File: config.mk
export PLATFORM = sky130hd
export DESIGN_NAME = por_output_router
export DESIGN_NICKNAME = d
export VERILOG_FILES = /design/src/hdl/por_pkg.sv /design/src/hdl/por_pulse_gen.sv /design/src/hdl/por_level_out.sv /design/src/hdl/por_output_router.sv
export SDC_FILE = /design/constraint.sdc
export NUM_CORES = 1
export LEC_CHECK = 0
export BUFFER_PORTS_ARGS = -buffer_cell sky130_fd_sc_hd__buf_2
export CORE_MARGIN = 1.5
export CORE_UTILIZATION = 25
export CTS_CLUSTER_DIAMETER = 50
export DETAILED_ROUTE_END_ITERATION = 8
export SLEW_MARGIN = 5
export SYNTH_ARGS = -nofsm -noshare
export SYNTH_HDL_FRONTEND = slang
export SYNTH_SLANG_ARGS = --single-unit
File: constraint.sdc
create_clock -name clock -period 7.5 [get_ports clock]
set_input_delay 1.5 -clock clock [delete_from_list [all_inputs] [get_ports clock]]
set_output_delay 1.5 -clock clock [all_outputs]
set_load 0.02 [all_outputs]
File: src/hdl/por_pkg.sv
// Purpose: Shared constants and types for the pulse output router.
// Assumes: One 40 MHz clock; flow and full scale are plain binary words.
// Notes:   Source codes follow the order of the routing selector.

package por_pkg;

  // ==========================================================
  // Timing
  localparam int unsigned CLOCK_HZ            = 40_000_000;
  localparam int unsigned FREQ_LOW_HZ         = 1000;
  localparam int unsigned FREQ_HIGH_HZ        = 5000;
  localparam int unsigned QUARTERS_PER_PERIOD = 4;
  localparam int unsigned QUARTER_LOW_CYC     =
    CLOCK_HZ / (QUARTERS_PER_PERIOD * FREQ_LOW_HZ);
  localparam int unsigned QUARTER_HIGH_CYC    =
    CLOCK_HZ / (QUARTERS_PER_PERIOD * FREQ_HIGH_HZ);

  // ==========================================================
  // Widths
  localparam int FLOW_W   = 16;
  localparam int ACC_W    = 32;
  localparam int SRC_W    = 3;
  localparam int NUM_PINS = 6;
  localparam int NUM_SRC  = 8;
  localparam int NUM_LVL  = 4;
  localparam int FILL_W   = 3;

  // ==========================================================
  // Source select codes for every routed pin
  typedef enum logic [2:0] {
    POR_SRC_P1A = 3'h0,
    POR_SRC_L1A = 3'h1,
    POR_SRC_P1B = 3'h2,
    POR_SRC_L1B = 3'h3,
    POR_SRC_P2A = 3'h4,
    POR_SRC_L2A = 3'h5,
    POR_SRC_P2B = 3'h6,
    POR_SRC_L2B = 3'h7
  } por_src_e;

  // Direction modes of a pulse channel
  localparam logic [1:0] DIR_REVERSE  = 2'h0;
  localparam logic [1:0] DIR_FORWARD  = 2'h1;
  localparam logic [1:0] DIR_ABSOLUTE = 2'h2;
  localparam logic [1:0] DIR_BIDIR    = 2'h3;

  // Calibration run state, one-hot
  typedef enum logic [1:0] {
    POR_CAL_IDLE = 2'h1,
    POR_CAL_RUN  = 2'h2
  } por_cal_e;

endpackage

File: src/hdl/por_pulse_gen.sv
// Purpose: One quadrature pulse channel scaled from a flow word.
// Assumes: Flow is signed, positive meaning forward; full scale > 0.
// Notes:   Phase accumulator steps one quarter period per overflow.

`timescale 1ns/1ps

module por_pulse_gen
  import por_pkg::*;
#(
  parameter int W = FLOW_W
) (
  input  wire logic                clock,
  input  wire logic                reset_n,
  input  wire logic signed [W-1:0] flow_rate,
  input  wire logic        [W-1:0] full_scale,
  input  wire logic                max_freq_high,
  input  wire logic        [1:0]   dir_mode,
  input  wire logic                lead_forward,
  output logic                     phase_a,
  output logic                     phase_b
);

  typedef struct packed {
    logic [ACC_W-1:0] acc;
    logic [1:0]       cnt;
    logic             pa;
    logic             pb;
  } por_pg_s;

  por_pg_s          st_reg;
  por_pg_s          st_next;
  logic [W-1:0]     mag_abs;
  logic [W-1:0]     mag;
  logic             is_fwd;
  logic             is_rev;
  logic             fwd_sense;
  logic             count_up;
  logic             step;
  logic [ACC_W-1:0] limit;
  logic [ACC_W-1:0] sum;

  // ==========================================================
  // Rate scaling
  always_comb begin
    is_fwd  = !flow_rate[W-1] && (flow_rate != '0);
    is_rev  = flow_rate[W-1];
    mag_abs = is_rev ? W'(-flow_rate) : W'(flow_rate);
    mag     = '0;
    case (dir_mode)
      DIR_REVERSE: if (is_rev) mag = mag_abs;
      DIR_FORWARD: if (is_fwd) mag = mag_abs;
      default: mag = mag_abs;
    endcase
    if (mag > full_scale) begin
      mag = full_scale;
    end
    // Full scale lands on the chosen maximum frequency
    limit = ACC_W'(full_scale * (max_freq_high ? QUARTER_HIGH_CYC :
                                 QUARTER_LOW_CYC));
    sum   = st_reg.acc + ACC_W'(mag);
    // A zero full scale clamps the flow to zero and clears the accumulator, so the channel stops
    step  = (full_scale != '0) && (mag != '0) && (sum >= limit);
    case (dir_mode)
      DIR_REVERSE: fwd_sense = 1'b0;
      DIR_FORWARD: fwd_sense = 1'b1;
      default:     fwd_sense = is_fwd;
    endcase
    // Counting up makes B lead A
    count_up = (dir_mode == DIR_BIDIR) ||
               (fwd_sense == lead_forward);
    st_next = st_reg;
    if (full_scale == '0) begin
      st_next.acc = '0;
    end else if (step) begin
      st_next.acc = sum - limit;
    end else begin
      st_next.acc = sum;
    end
    if (step) begin
      st_next.cnt = count_up ? st_reg.cnt + 2'h1 : st_reg.cnt - 2'h1;
    end
    if (dir_mode == DIR_BIDIR) begin
      st_next.pa = is_fwd & st_next.cnt[1];
      st_next.pb = is_rev & st_next.cnt[1];
    end else begin
      st_next.pa = st_next.cnt[1];
      st_next.pb = ^st_next.cnt;
    end
  end

  always_ff @(posedge clock or negedge reset_n) begin
    if (!reset_n) begin
      st_reg <= '0;
    end else begin
      st_reg <= st_next;
    end
  end

  assign phase_a = st_reg.pa;
  assign phase_b = st_reg.pb;
endmodule

File: src/hdl/por_level_out.sv
// Purpose: One level output carrying validity or direction.
// Assumes: Inputs come from logic on the same clock.
// Notes:   Inversion swaps the sense of the driven level.

`timescale 1ns/1ps

module por_level_out
  import por_pkg::*;
(
  input  wire logic clock,
  input  wire logic reset_n,
  input  wire logic func_direction,
  input  wire logic valid,
  input  wire logic flow_forward,
  input  wire logic invert,
  output logic      level
);

  typedef struct packed {
    logic lvl;
  } por_lvl_s;

  por_lvl_s st_reg;
  por_lvl_s st_next;
  logic     cond;

  always_comb begin
    cond        = func_direction ? flow_forward : valid;
    st_next.lvl = cond ^ invert;
  end

  always_ff @(posedge clock or negedge reset_n) begin
    if (!reset_n) begin
      st_reg <= '0;
    end else begin
      st_reg <= st_next;
    end
  end

  assign level = st_reg.lvl;
endmodule

File: src/hdl/por_output_router.sv
// Purpose: Routes pulse and level sources to six pins and decodes the
//          auxiliary input for calibration gating.
// Assumes: Pin six doubles as the auxiliary input; all configuration
//          inputs are steady, same-clock levels.
// Notes:   Summary of operation below.
//
// Summary of operation
// Each pin routes one of eight sources
// Pin six drives only when chosen as output
// Channel one sources carry its A/B phases
// Channel two sources carry its A/B phases
// Level outputs present validity or direction
// Lag-forward: B lags forward, leads reverse
// Lead-forward: B leads forward, lags reverse
// Quadrature modes offset B by quarter period
// Reverse-only mode pulses only on reverse
// Forward-only mode pulses only on forward
// Absolute mode pulses on flow magnitude
// Bidirectional: forward on A, reverse on B
// Maximum frequency selects 1000 or 5000 Hz
// Auxiliary polarity normal unless invert set
// Auxiliary input general purpose unless calibration
// Calibration active level low unless cleared
// Edge gating toggles run on each activation
// State gating runs while trigger stays active
// Level output function is validity or direction
// Inversion drives low for true condition
// Full scale flow maps to maximum frequency
// Saturate above full scale, silent at zero

`timescale 1ns/1ps

module por_output_router
  import por_pkg::*;
#(
  parameter int W = FLOW_W
) (
  input  wire logic                clock,
  input  wire logic                reset_n,
  // Pulse channel one
  input  wire logic signed [W-1:0] ch1_flow_rate,
  input  wire logic        [W-1:0] ch1_full_scale,
  input  wire logic                ch1_max_freq_high,
  input  wire logic        [1:0]   ch1_dir_mode,
  input  wire logic                ch1_lead_forward,
  input  wire logic                ch1_valid,
  // Pulse channel two
  input  wire logic signed [W-1:0] ch2_flow_rate,
  input  wire logic        [W-1:0] ch2_full_scale,
  input  wire logic                ch2_max_freq_high,
  input  wire logic        [1:0]   ch2_dir_mode,
  input  wire logic                ch2_lead_forward,
  input  wire logic                ch2_valid,
  // Level outputs, bit order ch1 A, ch1 B, ch2 A, ch2 B
  input  wire logic [NUM_LVL-1:0]  level_func_direction,
  input  wire logic [NUM_LVL-1:0]  level_invert,
  // Source selection per routed pin
  input  wire logic [SRC_W-1:0]    routed_pin_one_src,
  input  wire logic [SRC_W-1:0]    routed_pin_two_src,
  input  wire logic [SRC_W-1:0]    routed_pin_three_src,
  input  wire logic [SRC_W-1:0]    routed_pin_four_src,
  input  wire logic [SRC_W-1:0]    routed_pin_five_src,
  input  wire logic [SRC_W-1:0]    routed_pin_six_src,
  // Auxiliary input configuration
  input  wire logic                aux_pin_role_select,
  input  wire logic                aux_input_invert,
  input  wire logic                aux_for_calibration,
  input  wire logic                cal_trigger_active_low,
  input  wire logic                cal_trigger_level_gated,
  // Pins
  output logic                     routed_pin_one,
  output logic                     routed_pin_two,
  output logic                     routed_pin_three,
  output logic                     routed_pin_four,
  output logic                     routed_pin_five,
  input  wire logic                routed_pin_six_in,
  output logic                     routed_pin_six_out,
  output logic                     routed_pin_six_oe,
  // Auxiliary results
  output logic                     aux_input,
  output logic                     cal_running,
  output logic                     cal_start,
  output logic                     cal_stop
);

  // ==========================================================
  // State
  typedef struct packed {
    logic                aux_meta;
    logic                aux_sync;
    logic                act_prev;
    logic [FILL_W-1:0]   fill;
    logic                aux_lvl;
    logic [NUM_PINS-2:0] pins;
    logic                pin6_out;
    logic                pin6_oe;
    por_cal_e            cal_state;
    logic                start_p;
    logic                stop_p;
  } por_rt_s;

  localparam por_rt_s RT_RESET = '{
    aux_meta:  1'b0,
    aux_sync:  1'b0,
    act_prev:  1'b0,
    fill:      '0,
    aux_lvl:   1'b0,
    pins:      '0,
    pin6_out:  1'b0,
    pin6_oe:   1'b0,
    cal_state: POR_CAL_IDLE,
    start_p:   1'b0,
    stop_p:    1'b0
  };

  por_rt_s              st_reg;
  por_rt_s              st_next;

  logic                 pulse_ch1_phase_a;
  logic                 pulse_ch1_phase_b;
  logic                 pulse_ch2_phase_a;
  logic                 pulse_ch2_phase_b;
  logic                 level_ch1_a;
  logic                 level_ch1_b;
  logic                 level_ch2_a;
  logic                 level_ch2_b;
  logic [NUM_SRC-1:0]   src_vec;
  logic [SRC_W-1:0]     sel [NUM_PINS];
  logic [NUM_LVL-1:0]   lvl_valid;
  logic [NUM_LVL-1:0]   lvl_fwd;
  logic [NUM_LVL-1:0]   lvl_out;
  logic                 ch1_fwd;
  logic                 ch2_fwd;
  logic                 aux_polar;
  logic                 cal_active;
  logic                 cal_en;
  logic                 cal_rise;
  logic                 cal_fall;
  logic                 primed;

  // ==========================================================
  // Pulse channels
  por_pulse_gen #(
    .W (W)
  ) u_pulse_ch1 (
    .clock         (clock),
    .reset_n       (reset_n),
    .flow_rate     (ch1_flow_rate),
    .full_scale    (ch1_full_scale),
    .max_freq_high (ch1_max_freq_high),
    .dir_mode      (ch1_dir_mode),
    .lead_forward  (ch1_lead_forward),
    .phase_a       (pulse_ch1_phase_a),
    .phase_b       (pulse_ch1_phase_b)
  );

  por_pulse_gen #(
    .W (W)
  ) u_pulse_ch2 (
    .clock         (clock),
    .reset_n       (reset_n),
    .flow_rate     (ch2_flow_rate),
    .full_scale    (ch2_full_scale),
    .max_freq_high (ch2_max_freq_high),
    .dir_mode      (ch2_dir_mode),
    .lead_forward  (ch2_lead_forward),
    .phase_a       (pulse_ch2_phase_a),
    .phase_b       (pulse_ch2_phase_b)
  );

  // ==========================================================
  // Level outputs
  assign ch1_fwd   = !ch1_flow_rate[W-1] && (ch1_flow_rate != '0);
  assign ch2_fwd   = !ch2_flow_rate[W-1] && (ch2_flow_rate != '0);
  assign lvl_valid = {ch2_valid, ch2_valid, ch1_valid, ch1_valid};
  assign lvl_fwd   = {ch2_fwd, ch2_fwd, ch1_fwd, ch1_fwd};

  for (genvar i = 0; i < NUM_LVL; i++) begin : g_level
    por_level_out u_level (
      .clock          (clock),
      .reset_n        (reset_n),
      .func_direction (level_func_direction[i]),
      .valid          (lvl_valid[i]),
      .flow_forward   (lvl_fwd[i]),
      .invert         (level_invert[i]),
      .level          (lvl_out[i])
    );
  end

  assign level_ch1_a = lvl_out[0];
  assign level_ch1_b = lvl_out[1];
  assign level_ch2_a = lvl_out[2];
  assign level_ch2_b = lvl_out[3];

  // ==========================================================
  // Routing matrix
  always_comb begin
    src_vec              = '0;
    src_vec[POR_SRC_P1A] = pulse_ch1_phase_a;
    src_vec[POR_SRC_L1A] = level_ch1_a;
    src_vec[POR_SRC_P1B] = pulse_ch1_phase_b;
    src_vec[POR_SRC_L1B] = level_ch1_b;
    src_vec[POR_SRC_P2A] = pulse_ch2_phase_a;
    src_vec[POR_SRC_L2A] = level_ch2_a;
    src_vec[POR_SRC_P2B] = pulse_ch2_phase_b;
    src_vec[POR_SRC_L2B] = level_ch2_b;
  end

  assign sel[0] = routed_pin_one_src;
  assign sel[1] = routed_pin_two_src;
  assign sel[2] = routed_pin_three_src;
  assign sel[3] = routed_pin_four_src;
  assign sel[4] = routed_pin_five_src;
  assign sel[5] = routed_pin_six_src;

  // ==========================================================
  // Auxiliary input decode
  always_comb begin
    // The first sync stage feeds nothing but the second
    aux_polar  = st_reg.aux_sync ^ aux_input_invert;
    cal_active = cal_trigger_active_low ? !aux_polar
                                        : aux_polar;
    // Pin six driven as an output cannot also be a trigger
    cal_en     = aux_for_calibration && !aux_pin_role_select;
    // Ignore edges until the sync chain holds real pin samples
    primed     = st_reg.fill[FILL_W-1];
    cal_rise   = primed && cal_active && !st_reg.act_prev;
    cal_fall   = primed && !cal_active && st_reg.act_prev;
  end

  // ==========================================================
  // Next state
  always_comb begin
    st_next          = st_reg;
    st_next.aux_meta = routed_pin_six_in;
    st_next.aux_sync = st_reg.aux_meta;
    st_next.act_prev = cal_active;
    st_next.fill     = {st_reg.fill[FILL_W-2:0], 1'b1};
    st_next.start_p  = 1'b0;
    st_next.stop_p   = 1'b0;

    for (int i = 0; i < NUM_PINS - 1; i++) begin
      st_next.pins[i] = src_vec[sel[i]];
    end
    st_next.pin6_out = aux_pin_role_select ?
                       src_vec[sel[NUM_PINS-1]] : 1'b0;
    st_next.pin6_oe  = aux_pin_role_select;

    // General-purpose level reads as zero while pin six drives
    st_next.aux_lvl  = !aux_pin_role_select && aux_polar;

    case (st_reg.cal_state)
      POR_CAL_IDLE: begin
        if (cal_en && cal_rise) begin
          st_next.cal_state = POR_CAL_RUN;
          st_next.start_p   = 1'b1;
        end
      end
      POR_CAL_RUN: begin
        if (!cal_en) begin
          st_next.cal_state = POR_CAL_IDLE;
          st_next.stop_p    = 1'b1;
        end else if (cal_trigger_level_gated ? cal_fall
                                             : cal_rise) begin
          st_next.cal_state = POR_CAL_IDLE;
          st_next.stop_p    = 1'b1;
        end
      end
      default: begin
        st_next.cal_state = POR_CAL_IDLE;
      end
    endcase
  end

  always_ff @(posedge clock or negedge reset_n) begin
    if (!reset_n) begin
      st_reg <= RT_RESET;
    end else begin
      st_reg <= st_next;
    end
  end

  // ==========================================================
  // Outputs
  assign routed_pin_one     = st_reg.pins[0];
  assign routed_pin_two     = st_reg.pins[1];
  assign routed_pin_three   = st_reg.pins[2];
  assign routed_pin_four    = st_reg.pins[3];
  assign routed_pin_five    = st_reg.pins[4];
  assign routed_pin_six_out = st_reg.pin6_out;
  assign routed_pin_six_oe  = st_reg.pin6_oe;
  assign aux_input          = st_reg.aux_lvl;
  assign cal_running        = (st_reg.cal_state == POR_CAL_RUN);
  assign cal_start          = st_reg.start_p;
  assign cal_stop           = st_reg.stop_p;
endmodule

==> flow_summary_export.csv <==
group,metric,value,unit
worst_hold_path,worstHoldPathCells,0,
yosys,syn_inst,2103,
clock_tree,hold_buffers,0,
worst_hold_path,hold_class,"reg2reg",
worst_hold_path,hold_end,"primed",
grt,antenna_found_initial,0,
yosys,ys_seq_area_share,12.6,%
yosys,synth_fa_ha_area_share,38.6,%
placement,io_buffers,118,
sta,setup_viol,64,
yosys,synth_ff_type,"dfrtp_1",
sta,hold_ws,351,ps
worst_setup_path,reg2reg_to,"u_pulse_ch1.st_reg[18]",
clock_tree,cts_sinks,94,
route,firstDrtPassIters,5,
route,via_per_inst,4.64,
yosys,ys_ff_latch,94,
worst_setup_path,cp_max_fo,7,
yosys,yosys_warnings,0,
route,drt-initial-drc-count,791,
worst_setup_path,cp.required,7720,ps
floorplanning,start_util,25.4,%
route,vias,17400,
worst_setup_path,start_kind,"input pin",
clock_tree,cts_tree,"yes",
sta,finalHoldViolations,0,
yosys,syn-cell-area,18700,um^2
clock_tree,clkTransAtPathRegs,70,ps
worst_setup_path,crit_path_top_delay_cell,"or4_4",
yosys,synthMuxAreaShare,5.33,%
outcome,violations,"negative setup slack",
yosys,synth_top_family_by_area,"adder cells",
worst_setup_path,critical-path-max-stage-delay,540,ps
worst_hold_path,worstHoldStart,"st_next[14]",
worst_setup_path,crit_type,"in2reg",
floorplanning,fp-row-count,99,
sta,drv_slew,0,
sta,fin_crit_sh,115,%
floorplanning,ioPinCount,119,
placement,place.gp.congestion,0.924,
finish,drive_above_1_share,36.2,%
worst_setup_path,endpoint_kind,"register",
sta,rsz0062_at_grt,"yes",
sta,timing.final.ws_setup,-1120,ps
grt,grt_pass1_wl,90100,um
route,routed_wl,53900,um
yosys,synthXorXnorAreaFrac,7.75,%
sta,slew_headroom,51.1,%
grt,grt_max_degree,57,
placement,place_ws,-1870,ps
yosys,async_flop_share,100,%
clock_tree,clkLatencyLatePin,350,ps
yosys,yosys.area_share.simple,15.7,%
finish,n_antenna_cell,0,
floorplanning,chipWidth,276,um
yosys,synth_edf_count,0,
floorplanning,core-area,73500,um^2
grt,grt_pass1_vias,18100,
clock_tree,cts_buffers,9,
floorplanning,fp.dieH,276,um
sta,tightest_slew,734,ps
placement,place_hpwl,44200,um
finish,n_fill_cell,7362,
yosys,syn_avg_cell_area,8.87,um^2
run,drv_cap,0,
worst_setup_path,r2r_start,"u_pulse_ch1.st_reg[4]",
yosys,ys_types,81,
grt,gr-total-overflow,0,
route,wl_per_cell,14.4,um
finish,area_growth,43.7,%
finish,finalNetCount,3388,
worst_setup_path,worstPathArrival,8840,ps
outcome,status,"complete, but fails checks",
worst_setup_path,r2r_cells,25,
worst_setup_path,crit_top_cell,"buf_6",
sta,fmax,0.116,GHz
clock_tree,root_buffer,"clkbuf_16",
clock_tree,clk_path_buf_depth,2,
grt,grt_usage,14.1,%
floorplanning,dieArea,76300,um^2
sta,fin_skew,8.83,ps
yosys,synth-compound-area-share,14.4,%
route,drc,0,
sta,fin_tns_setup,-62970,ps
clock_tree,htree_levels,3,
worst_setup_path,reg2reg_slack,2490,ps
sta,min_period,8620,ps
route,ant_nets,0,
finish,fin_util,36.5,%
yosys,synth_fp_nets,2705,
## critical path, delay by kind of cell
kind,cells,cell delay (ps)
mux,2,550
xor+xnor,1,180
buf+inv,6,960
fa+ha+maj,3,740
compound gates,16,2720
simple gates,10,2190
## cells in the final DEF, fill, tap and decap left out, types with 26 or more instances in the layout
master      n
ha_1      327
xor2_1     60
buf_6      26
xnor2_1    94
nor3_1     32
a21o_1     43
dfrtp_1    93
buf_2     112
fa_1      134
buf_4     572
o21ai_0    57
inv_1     214
nand2_1    84
nand3_1    44
and2_1     36
nor2b_1    27
nand2b_1   30
a21oi_1    88
nor2_1    169
mux2i_1    48
## stage by stage
stage          cell area, um^2  instances
4_1_cts                  26300       3733
3_3_place_gp             24500       3659
5_1_grt                  26800       3750
2_1_floorplan            19100       2103
3_5_place_dp             24500       3659
6_report                 26800       3750
## synthesized netlist by cell type (7+ instances only)
library cell  instances  share of area (%)
ha_1                358                 24
inv_1               216                4.3
nor2_1              199                4.0
fa_1                136                 15
a21oi_1             118                3.2
xnor2_1             100                4.7
dfrtp_1              93                 12
nand2_1              89                1.8
o21ai_0              89                2.4
xor2_1               65                3.1
mux2i_1              54                2.9
nand3_1              46                1.2
a21o_1               43                1.7
nor3_1               42                1.1
and2_1               38                1.3
clkbuf_1             34               0.68
nand2b_1             33                1.1
nor2b_1              30                1.0
a211oi_1             28                1.1
o21a_1               25                1.0
nand4_1              22               0.74
nor4_1               20               0.67
and3_1               18               0.60
or3_1                18               0.60
mux2_2               15               0.91
o211ai_1             13               0.52
a31oi_1              12               0.40
mux4_2               12                1.4
o21bai_1             11               0.44
o31ai_1              10               0.40
or2_2                 8               0.27
or4_1                 7               0.28
## layer usage
layer | up-vias | GRT usage, % | share of wire (%)
li1 | 8745 | - | -
met1 | 8321 | 18.3 | 45
met2 | 276 | 25.6 | 50
met3 | 60 | 1.24 | 2.9
met5 | - | 0 | 0
met4 | 0 | 2.28 | 1.6
## final cells by class
type | count | area, um^2 | share of cell area (%)
clock buffers | 10 | 229 | 0.854
repair buffers | 721 | 5380 | 20.1
multi-input cells | 1744 | 16800 | 62.6
inverters | 216 | 828 | 3.09
flip-flops and latches | 94 | 2350 | 8.78
clock inverters | 6 | 46.3 | 0.173
well taps | 959 | 1200 | 4.48
## logic make-up (layout without fill, tap and decap cells)
logic type      Yosys count  in the layout
xor+xnor                165            165
other cells               1              1
flops                    94             94
compound gates          413            413
mux                      82             82
buf+inv                 265            953
fa+ha+maj               494            494
simple gates            589            589
## how the worst max path moves through the flow
| stage | start | to | slack (ps) | depth (start not counted) |
|---|---|---|---|---|
| 3_5_place_dp | ch2_max_freq_high | u_pulse_ch2.st_reg[29] | -1870 | 34 |
| 6_report | ch1_flow_rate[11] | u_pulse_ch1.st_reg[18] | -1120 | 38 |
| 4_1_cts | ch1_flow_rate[11] | u_pulse_ch1.st_reg[25] | -1070 | 40 |
| 5_1_grt | ch1_flow_rate[11] | u_pulse_ch1.st_reg[25] | -1450 | 41 |
| 2_1_floorplan | ch1_flow_rate[1] | u_pulse_ch1.st_reg[16] | -1210 | 44 |
| 3_3_place_gp | ch2_max_freq_high | u_pulse_ch2.st_reg[29] | -1870 | 34 |
## timing repair
| item | CTS | global route |
|---|---|---|
| endpoints found under the setup margin | 64 | 64 |
| cloned | 8 | 0 |
| setup buffers | 51 | 24 |
| pin swaps | 82 | 44 |
| resized for setup | 203 | 80 |
Power is not shown: default switching activity piles up to over one toggle a cycle in this logic, so the estimate is an artifact.
